### config.mk
export PLATFORM = sky130hd
export DESIGN_NAME = modulator_source_select
export DESIGN_NICKNAME = d
export VERILOG_FILES = /design/src/verilog/modsel_pkg.sv /design/src/verilog/sel_if.sv /design/src/verilog/modulator_source_select.sv /design/src/verilog/source_mux.sv
export SDC_FILE = /design/constraint.sdc
export NUM_CORES = 1
export LEC_CHECK = 0
export BUFFER_PORTS_ARGS = -buffer_cell sky130_fd_sc_hd__buf_4
export CORE_UTILIZATION = 32
export DETAILED_ROUTE_END_ITERATION = 16
export PLACE_DENSITY = 0.57
export SYNTH_ARGS = -nofsm -noshare
export SYNTH_HDL_FRONTEND = slang
export SYNTH_HIERARCHICAL = 1
export SYNTH_SLANG_ARGS = --single-unit
### constraint.sdc
create_clock -name ref_clk -period 7 [get_ports ref_clk]
set_input_delay 1.4 -clock ref_clk [delete_from_list [all_inputs] [get_ports ref_clk]]
set_output_delay 1.4 -clock ref_clk [all_outputs]
set_load 0.01 [all_outputs]
### src/verilog/modsel_pkg.sv
// package: offsets, field layout, codes and states of the modulator source select
// assumes: single clock domain, avalon-mm register access with byte addressing
package modsel_pkg;
  localparam int ADDR_W = 4;
  localparam int DATA_W = 32;
  localparam int SEL_W = 5;
  localparam int SRC_N = 32;
  localparam logic [ADDR_W-1:0] OFS_MOD_SRC = 4'h0;
  localparam logic [ADDR_W-1:0] OFS_HIGH_CAR = 4'h4;
  localparam logic [ADDR_W-1:0] OFS_CONTROL = 4'h8;
  localparam logic [ADDR_W-1:0] OFS_STATUS = 4'hc;
  // control register fields
  localparam int CTL_LEVEL_BIT = 0;
  localparam int CTL_SYNC_BIT = 1;
  // status register fields
  localparam int STS_OUT_BIT = 0;
  localparam int STS_MOD_BIT = 1;
  localparam int STS_HIGH_BIT = 2;
  localparam int STS_WAIT_BIT = 3;
  // selector value loaded on power-on / brown-out; true hardware leaves it unknown
  localparam logic [SEL_W-1:0] SEL_POR_VALUE = 5'h00;
  localparam logic [1:0] CTL_RESET = 2'h0;
  localparam int SYNC_STAGES = 2;
  // modulation source codes
  localparam logic [SEL_W-1:0] MOD_PIN = 5'h00;
  localparam logic [SEL_W-1:0] MOD_LEVEL = 5'h01;
  localparam logic [SEL_W-1:0] MOD_TX = 5'h02;
  localparam logic [SEL_W-1:0] MOD_SYNC_DATA = 5'h03;
  localparam logic [SEL_W-1:0] MOD_SDO = 5'h04;
  localparam logic [SEL_W-1:0] MOD_CCP = 5'h05;
  localparam logic [SEL_W-1:0] MOD_PWM = 5'h08;
  localparam logic [SEL_W-1:0] MOD_LC = 5'h11;
  localparam logic [SEL_W-1:0] MOD_CMP = 5'h15;
  localparam logic [SEL_W-1:0] MOD_FIRST_RSVD = 5'h1b;
  // high carrier source codes
  localparam logic [SEL_W-1:0] CAR_PIN = 5'h00;
  localparam logic [SEL_W-1:0] CAR_SYSCLK = 5'h01;
  localparam logic [SEL_W-1:0] CAR_FAST_OSC = 5'h02;
  localparam logic [SEL_W-1:0] CAR_CCP = 5'h03;
  localparam logic [SEL_W-1:0] CAR_PWM = 5'h07;
  localparam logic [SEL_W-1:0] CAR_LC = 5'h0f;
  localparam logic [SEL_W-1:0] CAR_FIRST_RSVD = 5'h13;
  // reserved masks: full variant and the smaller variant
  localparam logic [SRC_N-1:0] MOD_RSVD_FULL = 32'hf800_0000;
  localparam logic [SRC_N-1:0] MOD_RSVD_SMALL = 32'hf801_1100;
  localparam logic [SRC_N-1:0] CAR_RSVD_FULL = 32'hfff8_0000;
  localparam logic [SRC_N-1:0] CAR_RSVD_SMALL = 32'hfff8_4440;
  typedef enum logic [2:0] {
    ST_LOW = 3'h1,
    ST_HIGH = 3'h2,
    ST_WAIT_FALL = 3'h4
  } mod_state_t;
endpackage

### src/verilog/sel_if.sv
// interface: one source selector, code and source vector in, chosen level out
// assumes: driven and consumed on the same clock by the top module
`timescale 1ns/100ps
interface sel_if;
  logic [modsel_pkg::SEL_W-1:0] code;
  logic [modsel_pkg::SRC_N-1:0] sources;
  logic [modsel_pkg::SRC_N-1:0] reserved;
  logic selected;
  modport chooser (input code, input sources, input reserved, output selected);
  modport user (output code, output sources, output reserved, input selected);
endinterface

### src/verilog/modulator_source_select.sv
// top: modulation and high carrier source selection with carrier switch logic
// assumes: peripheral outputs and low carrier share ref_clk; pins and oscillators are asynchronous
//
// Operation
// - modulation selector reads zero in bits 7-5; only five low bits stored.
// - modulation code picks pin, software level, peripherals up to 11010; rest reserved.
// - high carrier code picks pin, system clock, oscillator, peripherals to 10010.
// - unsynchronised carrier switching may truncate pulses; modelled, not suppressed.
// - both selectors read/write; undefined after power-on (loaded as 00000 here), kept across other resets.
// - software level one passes high carrier, zero passes low carrier.
// - with sync enabled, wait for high carrier falling edge before going low.
//
// Chosen here: the register addresses and register access over Avalon-MM.
`timescale 1ns/100ps
module modulator_source_select #(
  parameter bit SMALL_VARIANT = 1'b0
) (
  input wire logic ref_clk,
  input wire logic reset_n,
  input wire logic por_n,
  input wire logic clk_en,
  input wire logic [modsel_pkg::ADDR_W-1:0] address,
  input wire logic read,
  input wire logic write,
  input wire logic [modsel_pkg::DATA_W-1:0] writedata,
  input wire logic [3:0] byteenable,
  output logic [modsel_pkg::DATA_W-1:0] readdata,
  output logic waitrequest,
  input wire logic modulation_pin_route,
  input wire logic carrier_pin_route,
  input wire logic system_clock_source,
  input wire logic fast_internal_oscillator,
  input wire logic serial_transmit_output,
  input wire logic usart_sync_data,
  input wire logic spi_data_output,
  input wire logic [3:0] capture_compare_output,
  input wire logic [8:0] pwm_output,
  input wire logic [3:0] logic_cell_output,
  input wire logic [5:0] synchronized_comparator_output,
  input wire logic low_carrier,
  output logic modulated_out
);
  logic [modsel_pkg::SEL_W-1:0] modulation_source_field;
  logic [modsel_pkg::SEL_W-1:0] next_modulation_source_field;
  logic [modsel_pkg::SEL_W-1:0] high_carrier_select_field;
  logic [modsel_pkg::SEL_W-1:0] next_high_carrier_select_field;
  logic software_modulation_level;
  logic next_software_modulation_level;
  logic high_carrier_sync_enable;
  logic next_high_carrier_sync_enable;
  logic ack;
  logic next_ack;
  logic [modsel_pkg::DATA_W-1:0] next_readdata;
  logic [3:0] async_in;
  logic [3:0] sync_first;
  logic [3:0] sync_second;
  logic mod_pin_s;
  logic car_pin_s;
  logic sysclk_s;
  logic fast_osc_s;
  logic [modsel_pkg::SRC_N-1:0] mod_sources;
  logic [modsel_pkg::SRC_N-1:0] car_sources;
  logic mod_level;
  logic high_level;
  logic high_level_prev;
  modsel_pkg::mod_state_t state;
  modsel_pkg::mod_state_t next_state;
  logic next_modulated_out;
  logic req;
  logic take;
  logic bus_write;
  logic hit_mod_src;
  logic hit_high_car;
  logic hit_control;
  logic hit_status;
  logic [modsel_pkg::DATA_W-1:0] read_value;
  logic [3:0] next_sync_first;
  logic [3:0] next_sync_second;

  sel_if mod_sel ();
  sel_if car_sel ();

  // asynchronous pins and clocks pass two flops before any use
  assign async_in = {fast_internal_oscillator, system_clock_source, carrier_pin_route, modulation_pin_route};

  always_comb begin
    next_sync_first = sync_first;
    next_sync_second = sync_second;
    if (clk_en) begin
      next_sync_first = async_in;
      next_sync_second = sync_first;
    end
  end

  always_ff @(posedge ref_clk) begin
    if (!reset_n) begin
      sync_first <= 4'h0;
      sync_second <= 4'h0;
    end else begin
      sync_first <= next_sync_first;
      sync_second <= next_sync_second;
    end
  end

  assign mod_pin_s = sync_second[0];
  assign car_pin_s = sync_second[1];
  assign sysclk_s = sync_second[2];
  assign fast_osc_s = sync_second[3];

  // modulation source vector, index equals selector code
  always_comb begin
    mod_sources = '0;
    mod_sources[modsel_pkg::MOD_PIN] = mod_pin_s;
    mod_sources[modsel_pkg::MOD_LEVEL] = software_modulation_level;
    mod_sources[modsel_pkg::MOD_TX] = serial_transmit_output;
    mod_sources[modsel_pkg::MOD_SYNC_DATA] = usart_sync_data;
    mod_sources[modsel_pkg::MOD_SDO] = spi_data_output;
    mod_sources[modsel_pkg::MOD_CCP +: 3] = capture_compare_output[2:0];
    // pwm order at codes 01000 up: 8,3,4,9,10,5,6,11,12
    mod_sources[modsel_pkg::MOD_PWM +: 9] = {pwm_output[8], pwm_output[7], pwm_output[3],
                                            pwm_output[2], pwm_output[6], pwm_output[5],
                                            pwm_output[1], pwm_output[0], pwm_output[4]};
    mod_sources[modsel_pkg::MOD_LC +: 4] = logic_cell_output;
    mod_sources[modsel_pkg::MOD_CMP +: 6] = synchronized_comparator_output;
  end

  // high carrier source vector, index equals selector code
  always_comb begin
    car_sources = '0;
    car_sources[modsel_pkg::CAR_PIN] = car_pin_s;
    car_sources[modsel_pkg::CAR_SYSCLK] = sysclk_s;
    car_sources[modsel_pkg::CAR_FAST_OSC] = fast_osc_s;
    car_sources[modsel_pkg::CAR_CCP +: 4] = capture_compare_output;
    // pwm order at codes 00111 up: 3,4,9,10,5,6,11,12
    car_sources[modsel_pkg::CAR_PWM +: 8] = {pwm_output[8], pwm_output[7], pwm_output[3],
                                            pwm_output[2], pwm_output[6], pwm_output[5],
                                            pwm_output[1], pwm_output[0]};
    car_sources[modsel_pkg::CAR_LC +: 4] = logic_cell_output;
  end

  assign mod_sel.code = modulation_source_field;
  assign mod_sel.sources = mod_sources;
  assign mod_sel.reserved = SMALL_VARIANT ? modsel_pkg::MOD_RSVD_SMALL : modsel_pkg::MOD_RSVD_FULL;
  assign car_sel.code = high_carrier_select_field;
  assign car_sel.sources = car_sources;
  assign car_sel.reserved = SMALL_VARIANT ? modsel_pkg::CAR_RSVD_SMALL : modsel_pkg::CAR_RSVD_FULL;

  source_mux u_mod_mux (
    .sel(mod_sel.chooser)
  );

  source_mux u_car_mux (
    .sel(car_sel.chooser)
  );

  assign mod_level = mod_sel.selected;
  assign high_level = car_sel.selected;

  // avalon-mm slave: one wait cycle, then the access completes
  // a low clock enable keeps waitrequest up, so no access completes unseen
  assign req = read | write;
  assign take = req & ack & clk_en;
  assign waitrequest = req & ~take;
  assign bus_write = take & write & byteenable[0];

  // address decode; unmapped or misaligned offsets hit nothing
  always_comb begin
    hit_mod_src = 1'b0;
    hit_high_car = 1'b0;
    hit_control = 1'b0;
    hit_status = 1'b0;
    if (address == modsel_pkg::OFS_MOD_SRC) begin
      hit_mod_src = 1'b1;
    end else if (address == modsel_pkg::OFS_HIGH_CAR) begin
      hit_high_car = 1'b1;
    end else if (address == modsel_pkg::OFS_CONTROL) begin
      hit_control = 1'b1;
    end else if (address == modsel_pkg::OFS_STATUS) begin
      hit_status = 1'b1;
    end
  end

  // read value kept apart from the handshake; unused bits read zero
  always_comb begin
    read_value = '0;
    if (hit_mod_src) begin
      read_value[modsel_pkg::SEL_W-1:0] = modulation_source_field;
    end else if (hit_high_car) begin
      read_value[modsel_pkg::SEL_W-1:0] = high_carrier_select_field;
    end else if (hit_control) begin
      read_value[modsel_pkg::CTL_LEVEL_BIT] = software_modulation_level;
      read_value[modsel_pkg::CTL_SYNC_BIT] = high_carrier_sync_enable;
    end else if (hit_status) begin
      read_value[modsel_pkg::STS_OUT_BIT] = modulated_out;
      read_value[modsel_pkg::STS_MOD_BIT] = mod_level;
      read_value[modsel_pkg::STS_HIGH_BIT] = high_level;
      read_value[modsel_pkg::STS_WAIT_BIT] = (state == modsel_pkg::ST_WAIT_FALL);
    end
  end

  always_comb begin
    next_ack = ack;
    next_readdata = readdata;
    next_modulation_source_field = modulation_source_field;
    next_high_carrier_select_field = high_carrier_select_field;
    next_software_modulation_level = software_modulation_level;
    next_high_carrier_sync_enable = high_carrier_sync_enable;
    if (req && !ack) begin
      next_ack = 1'b1;
      if (read) begin
        next_readdata = read_value;
      end else begin
        next_readdata = '0;
      end
    end else begin
      next_ack = 1'b0;
    end
    if (bus_write) begin
      // upper bits of byte 0 are dropped, only the field is kept
      if (hit_mod_src) begin
        next_modulation_source_field = writedata[modsel_pkg::SEL_W-1:0];
      end else if (hit_high_car) begin
        next_high_carrier_select_field = writedata[modsel_pkg::SEL_W-1:0];
      end else if (hit_control) begin
        next_software_modulation_level = writedata[modsel_pkg::CTL_LEVEL_BIT];
        next_high_carrier_sync_enable = writedata[modsel_pkg::CTL_SYNC_BIT];
      end
    end
  end

  always_ff @(posedge ref_clk) begin
    if (!reset_n) begin
      ack <= 1'b0;
      readdata <= '0;
      software_modulation_level <= modsel_pkg::CTL_RESET[modsel_pkg::CTL_LEVEL_BIT];
      high_carrier_sync_enable <= modsel_pkg::CTL_RESET[modsel_pkg::CTL_SYNC_BIT];
    end else if (clk_en) begin
      ack <= next_ack;
      readdata <= next_readdata;
      software_modulation_level <= next_software_modulation_level;
      high_carrier_sync_enable <= next_high_carrier_sync_enable;
    end
  end

  // selectors ignore the ordinary reset and only reload on power-on
  always_ff @(posedge ref_clk) begin
    if (!por_n) begin
      modulation_source_field <= modsel_pkg::SEL_POR_VALUE;
      high_carrier_select_field <= modsel_pkg::SEL_POR_VALUE;
    end else if (clk_en) begin
      modulation_source_field <= next_modulation_source_field;
      high_carrier_select_field <= next_high_carrier_select_field;
    end
  end

  // carrier switching: high while modulation is one or a sync wait for the high carrier fall is pending, low otherwise
  always_comb begin
    next_state = state;
    case (state)
      modsel_pkg::ST_LOW: begin
        if (mod_level) begin
          next_state = modsel_pkg::ST_HIGH;
        end
      end
      modsel_pkg::ST_HIGH: begin
        if (!mod_level) begin
          // without sync the high pulse is cut where it stands
          if (high_carrier_sync_enable && high_level) begin
            next_state = modsel_pkg::ST_WAIT_FALL;
          end else begin
            next_state = modsel_pkg::ST_LOW;
          end
        end
      end
      modsel_pkg::ST_WAIT_FALL: begin
        if (mod_level) begin
          next_state = modsel_pkg::ST_HIGH;
        end else if (!high_carrier_sync_enable) begin
          // sync dropped mid-wait: cut the pulse as an unsynchronised switch would
          next_state = modsel_pkg::ST_LOW;
        end else if (high_level_prev && !high_level) begin
          next_state = modsel_pkg::ST_LOW;
        end
      end
      default: begin
        next_state = modsel_pkg::ST_LOW;
      end
    endcase
    if (next_state == modsel_pkg::ST_LOW) begin
      next_modulated_out = low_carrier;
    end else begin
      // the pulse in flight finishes on the high carrier
      next_modulated_out = high_level;
    end
  end

  always_ff @(posedge ref_clk) begin
    if (!reset_n) begin
      state <= modsel_pkg::ST_LOW;
      high_level_prev <= 1'b0;
      modulated_out <= 1'b0;
    end else if (clk_en) begin
      state <= next_state;
      high_level_prev <= high_level;
      modulated_out <= next_modulated_out;
    end
  end
endmodule

### src/verilog/source_mux.sv
// module: picks one level out of a 32-entry source vector by a 5-bit code
// assumes: reserved mask marks codes that must read as a constant low
`timescale 1ns/100ps
module source_mux (
  sel_if.chooser sel
);
  localparam int CODE_W = modsel_pkg::SEL_W;
  logic [modsel_pkg::SRC_N-1:0] hit;

  genvar i;
  generate
    for (i = 0; i < modsel_pkg::SRC_N; i = i + 1) begin : g_hit
      // reserved codes never pass their source through
      assign hit[i] = (sel.code == CODE_W'(i)) & sel.sources[i] & ~sel.reserved[i];
    end
  endgenerate

  assign sel.selected = |hit;
endmodule

==> parameters.txt <==
Parameter                              Value

Detailed routing
  DR DRC count    0
  Count of antenna-violating nets left after detailed routing    0
  Number of DRC markers in iteration 0    107
  Vias    between 2k and 2.5k
  WL/cell    11.4 µm
  Pre-Repair DR Iteration Count    4
  Routed Wire Length    around 6.3 mm
  Vias per std cell    4.45

Clocking
  Total setup buffers inserted after CTS    0
  Deepest level of the CTS H-tree    2
  Clock sinks    31
  Largest buffer count on any clock path    2
  Cts bufs inserted    5
  Clock network latency to the later pin of the worst-skew pair    about 280 ps
  Clock tree from TritonCTS    done
  Count of hold-fix buffers inserted at cts    0
  Clock-pin transition on the worst setup and hold timing paths    70 ps
  Root Buffer    clkbuf_8
  Number of cells upsized or downsized after cts    0

Finish
  Fraction of layout instances using a drive strength above 1    0.150
  Synthesis-to-layout area growth    28.5%
  Post-layout util    0.429
  Antenna diode count    0
  Final cell count without fillers    555
  Leading cell type in the layout, fill and taps excluded    conb_1
  Layout Nets    529
  Leading cell types in the layout, fill and taps excluded    conb_1, buf_4, nand2_1, dfxtp_1, inv_1
  Post-route cell area    3350 µm²

Worst setup path
  Type of element launching the critical path    input port
  Number of cells on the worst reg-to-reg path    9
  Worst EP required    7220 ps
  Capture point of the worst path    modulated_out
  Startpoint of the most critical register-to-register path    mod_sel.code[2]
  Critical-path maximum fanout    6
  Category of the critical setup timing path    input port to flip-flop
  Source of the critical timing path    logic_cell_output[1]
  Endpoint kind of the worst setup timing path    flip-flop
  Worst flop-to-flop path endpoint    modulated_out
  Setup slack of the most critical reg-to-reg path    3970 ps
  Data arrival time of the critical path    about 3700 ps

Yosys
  Share of the synthesized area in compound gates (AO/OA/AOI/OAI)    0.255
  Area of the mapped netlist    2610 µm²
  Yosys cell types    50
  Post-synthesis mux area share    0.0882
  Largest family of logic cells by synthesized area    simple AND/OR/NAND/NOR gates
  Yosys warns    6
  Post-synthesis share of cell area spent on and, or, nand and nor gates    0.259
  XOR/XNOR share of the synthesized area    0
  Top_reg_cell synth    dfxtp_1
  Total of flip-flops plus latches after synthesis    31
  Average instance area after synthesis    7.86 µm²
  Register area share after synthesis    0.238
  Adder-cell share of the synthesized area    0
  Synth Instances    around 330
  Count of flip-flops with a built-in enable after synthesis    0
  Post-synth ARST share    0

STA
  Final Slew Violations    0
  Total negative slack    0 ps
  Shortest period the worst path allows    3490 ps
  Worst Max-Slew Pin Slew    955 ps
  RSZ-0062 raised after global routing    no
  Endpoints failing hold    0
  Final setup vio count    0
  Clock tree skew after final layout    8.19 ps
  Relative slew margins    0.363
  Achievable clock frequency    between 0.2 and 0.3 GHz
  Crit share post-route    0.499

Global route
  Initial antenna violation count    0
  GRT Util Overall    0.154
  First-pass GRT wire length    between 10 and 15 mm
  Vias in the first global route    2,265
  Maximum number of pins on one net before global-route repair    29
  Global route total overflow    0

Placed design
  Port buffer count    53
  Final weighted congestion in routability-driven placement    ~0.78
  Placed cells    547
  Cell area after placement    about 3200 µm²
  Detail Placement HPWL    4.81 mm

Floorplanning
  Die Wd    between 90 and 100 µm
  Initial cell density of the core    0.334
  Number of top-level pins    111
  Rows    32
  Total core area    7810 µm²
  DIE HEIGHT    92.3 µm
  Die area    8520 µm²

Power and ir drop
  Pint    between 0.3 and 0.4 mW
  Leakage power summed over all cells    1.44 nW
  Clock power share    0.418
  Net Sw Power    0.105 mW
  Net Sw Frac    0.242
  Peak VDD IR    0.0000783 V
  Combinational power share    0.164
  Areal power density over the cells    130 nW/µm²
  Register share of total power    0.418

Worst hold path
  Worst min-delay path class    flip-flop to flip-flop

Run status
  Result of the run    finished, final reports clean

Job
  Total of max-cap violations    0
synth_stat cells, drive strengths merged, types with 3 or more instances:
cell	instances	area share
nor2b	24	0.058
nand2	34	0.049
o21ai	14	0.027
o32a	4	0.015
a31oi	4	0.0096
buf	42	0.11
o22ai	4	0.0096
nand3b	7	0.020
a21boi	9	0.026
nand2b	8	0.019
or3b	7	0.024
nor2	9	0.014
mux2i	23	0.088
a21oi	12	0.023
nor4b	6	0.020
o32ai	16	0.054
dfxtp	31	0.24
inv	27	0.039
or4b	3	0.012
clkbuf	6	0.0086
a22oi	3	0.0086
final cells by class:
| class | count | area [µm²] |
|---|---|---|
| Multi-Input combinational cell | 333 | 1980 |
| Timing Repair Buffer | 54 | 405 |
| Clock buffer | 6 | 82.6 |
| Sequential cell | 31 | 621 |
| Fill cell | 831 | 4450 |
| Inverter | 27 | 101 |
| Tap cell | 102 | 128 |
| Clock inverter | 2 | 35.0 |
flip-flops by register name (all words and copies together) (netlist names):
name / cells
ack: 1
car_sel.code: 5
high_carrier_sync_enable: 1
high_level_prev: 1
mod_sel.code: 5
modulated_out: 1
readdata: 5
software_modulation_level: 1
state: 3
sync_first: 4
sync_second: 4
power groups by stage:
stage	Clock [mW]	Combinational [mW]	Sequential, mW
after floorplan	0	0.0521	0.185
final	0.182	0.0712	0.182
after global routing	0.193	0.0812	0.182
after CTS	0.186	0.0709	0.182
after detailed placement	0	0.0707	0.186
after global placement	0	0.0703	0.186
logic make-up after synthesis:
kind of cell,count (synthesis)
flops,31
compound gates,88
simple gates,113
mux,23
buf+inv,75
other cells,2
how the worst min path moves through the flow:
stage	start	endpoint	slack [ps]	cells past startpoint
final	readdata[4]	readdata[4]	450	2
after detailed placement	readdata[4]	readdata[4]	450	2
after CTS	readdata[4]	readdata[4]	460	2
after floorplan	high_level_prev	high_level_prev	460	2
after global routing	readdata[4]	readdata[4]	480	2
after global placement	readdata[4]	readdata[4]	450	2
metrics by stage:
stage | power [mW] | worst slack [ps] | hold WS [ps]
after floorplan | 0.238 | 3720 | 457
after global placement | 0.256 | 3210 | 449
after detailed placement | 0.257 | 3200 | 447
after CTS | 0.439 | 3490 | 457
after global routing | 0.456 | 3300 | 481
final | 0.435 | 3510 | 452
metal layers:
metal  GRT usage  share of wire  wire, µm
met1       0.192           0.47      3000
met2       0.267           0.48      3000
met3      0.0328          0.042       265
met4      0.0417         0.0087        55
met5           0              0         0
worst max-delay path, cell delays in order:
cell       delay [ps]
buf_4              90
or3b_1            350
a2111oi_2         410
a41oi_1            80
o311a_1           180
a32oi_1           510
a21oi_1            80
a2bb2oi_1         180
o22ai_1           220
mux2i_1           200
No activity file was read; power rests on OpenSTA's default activity.
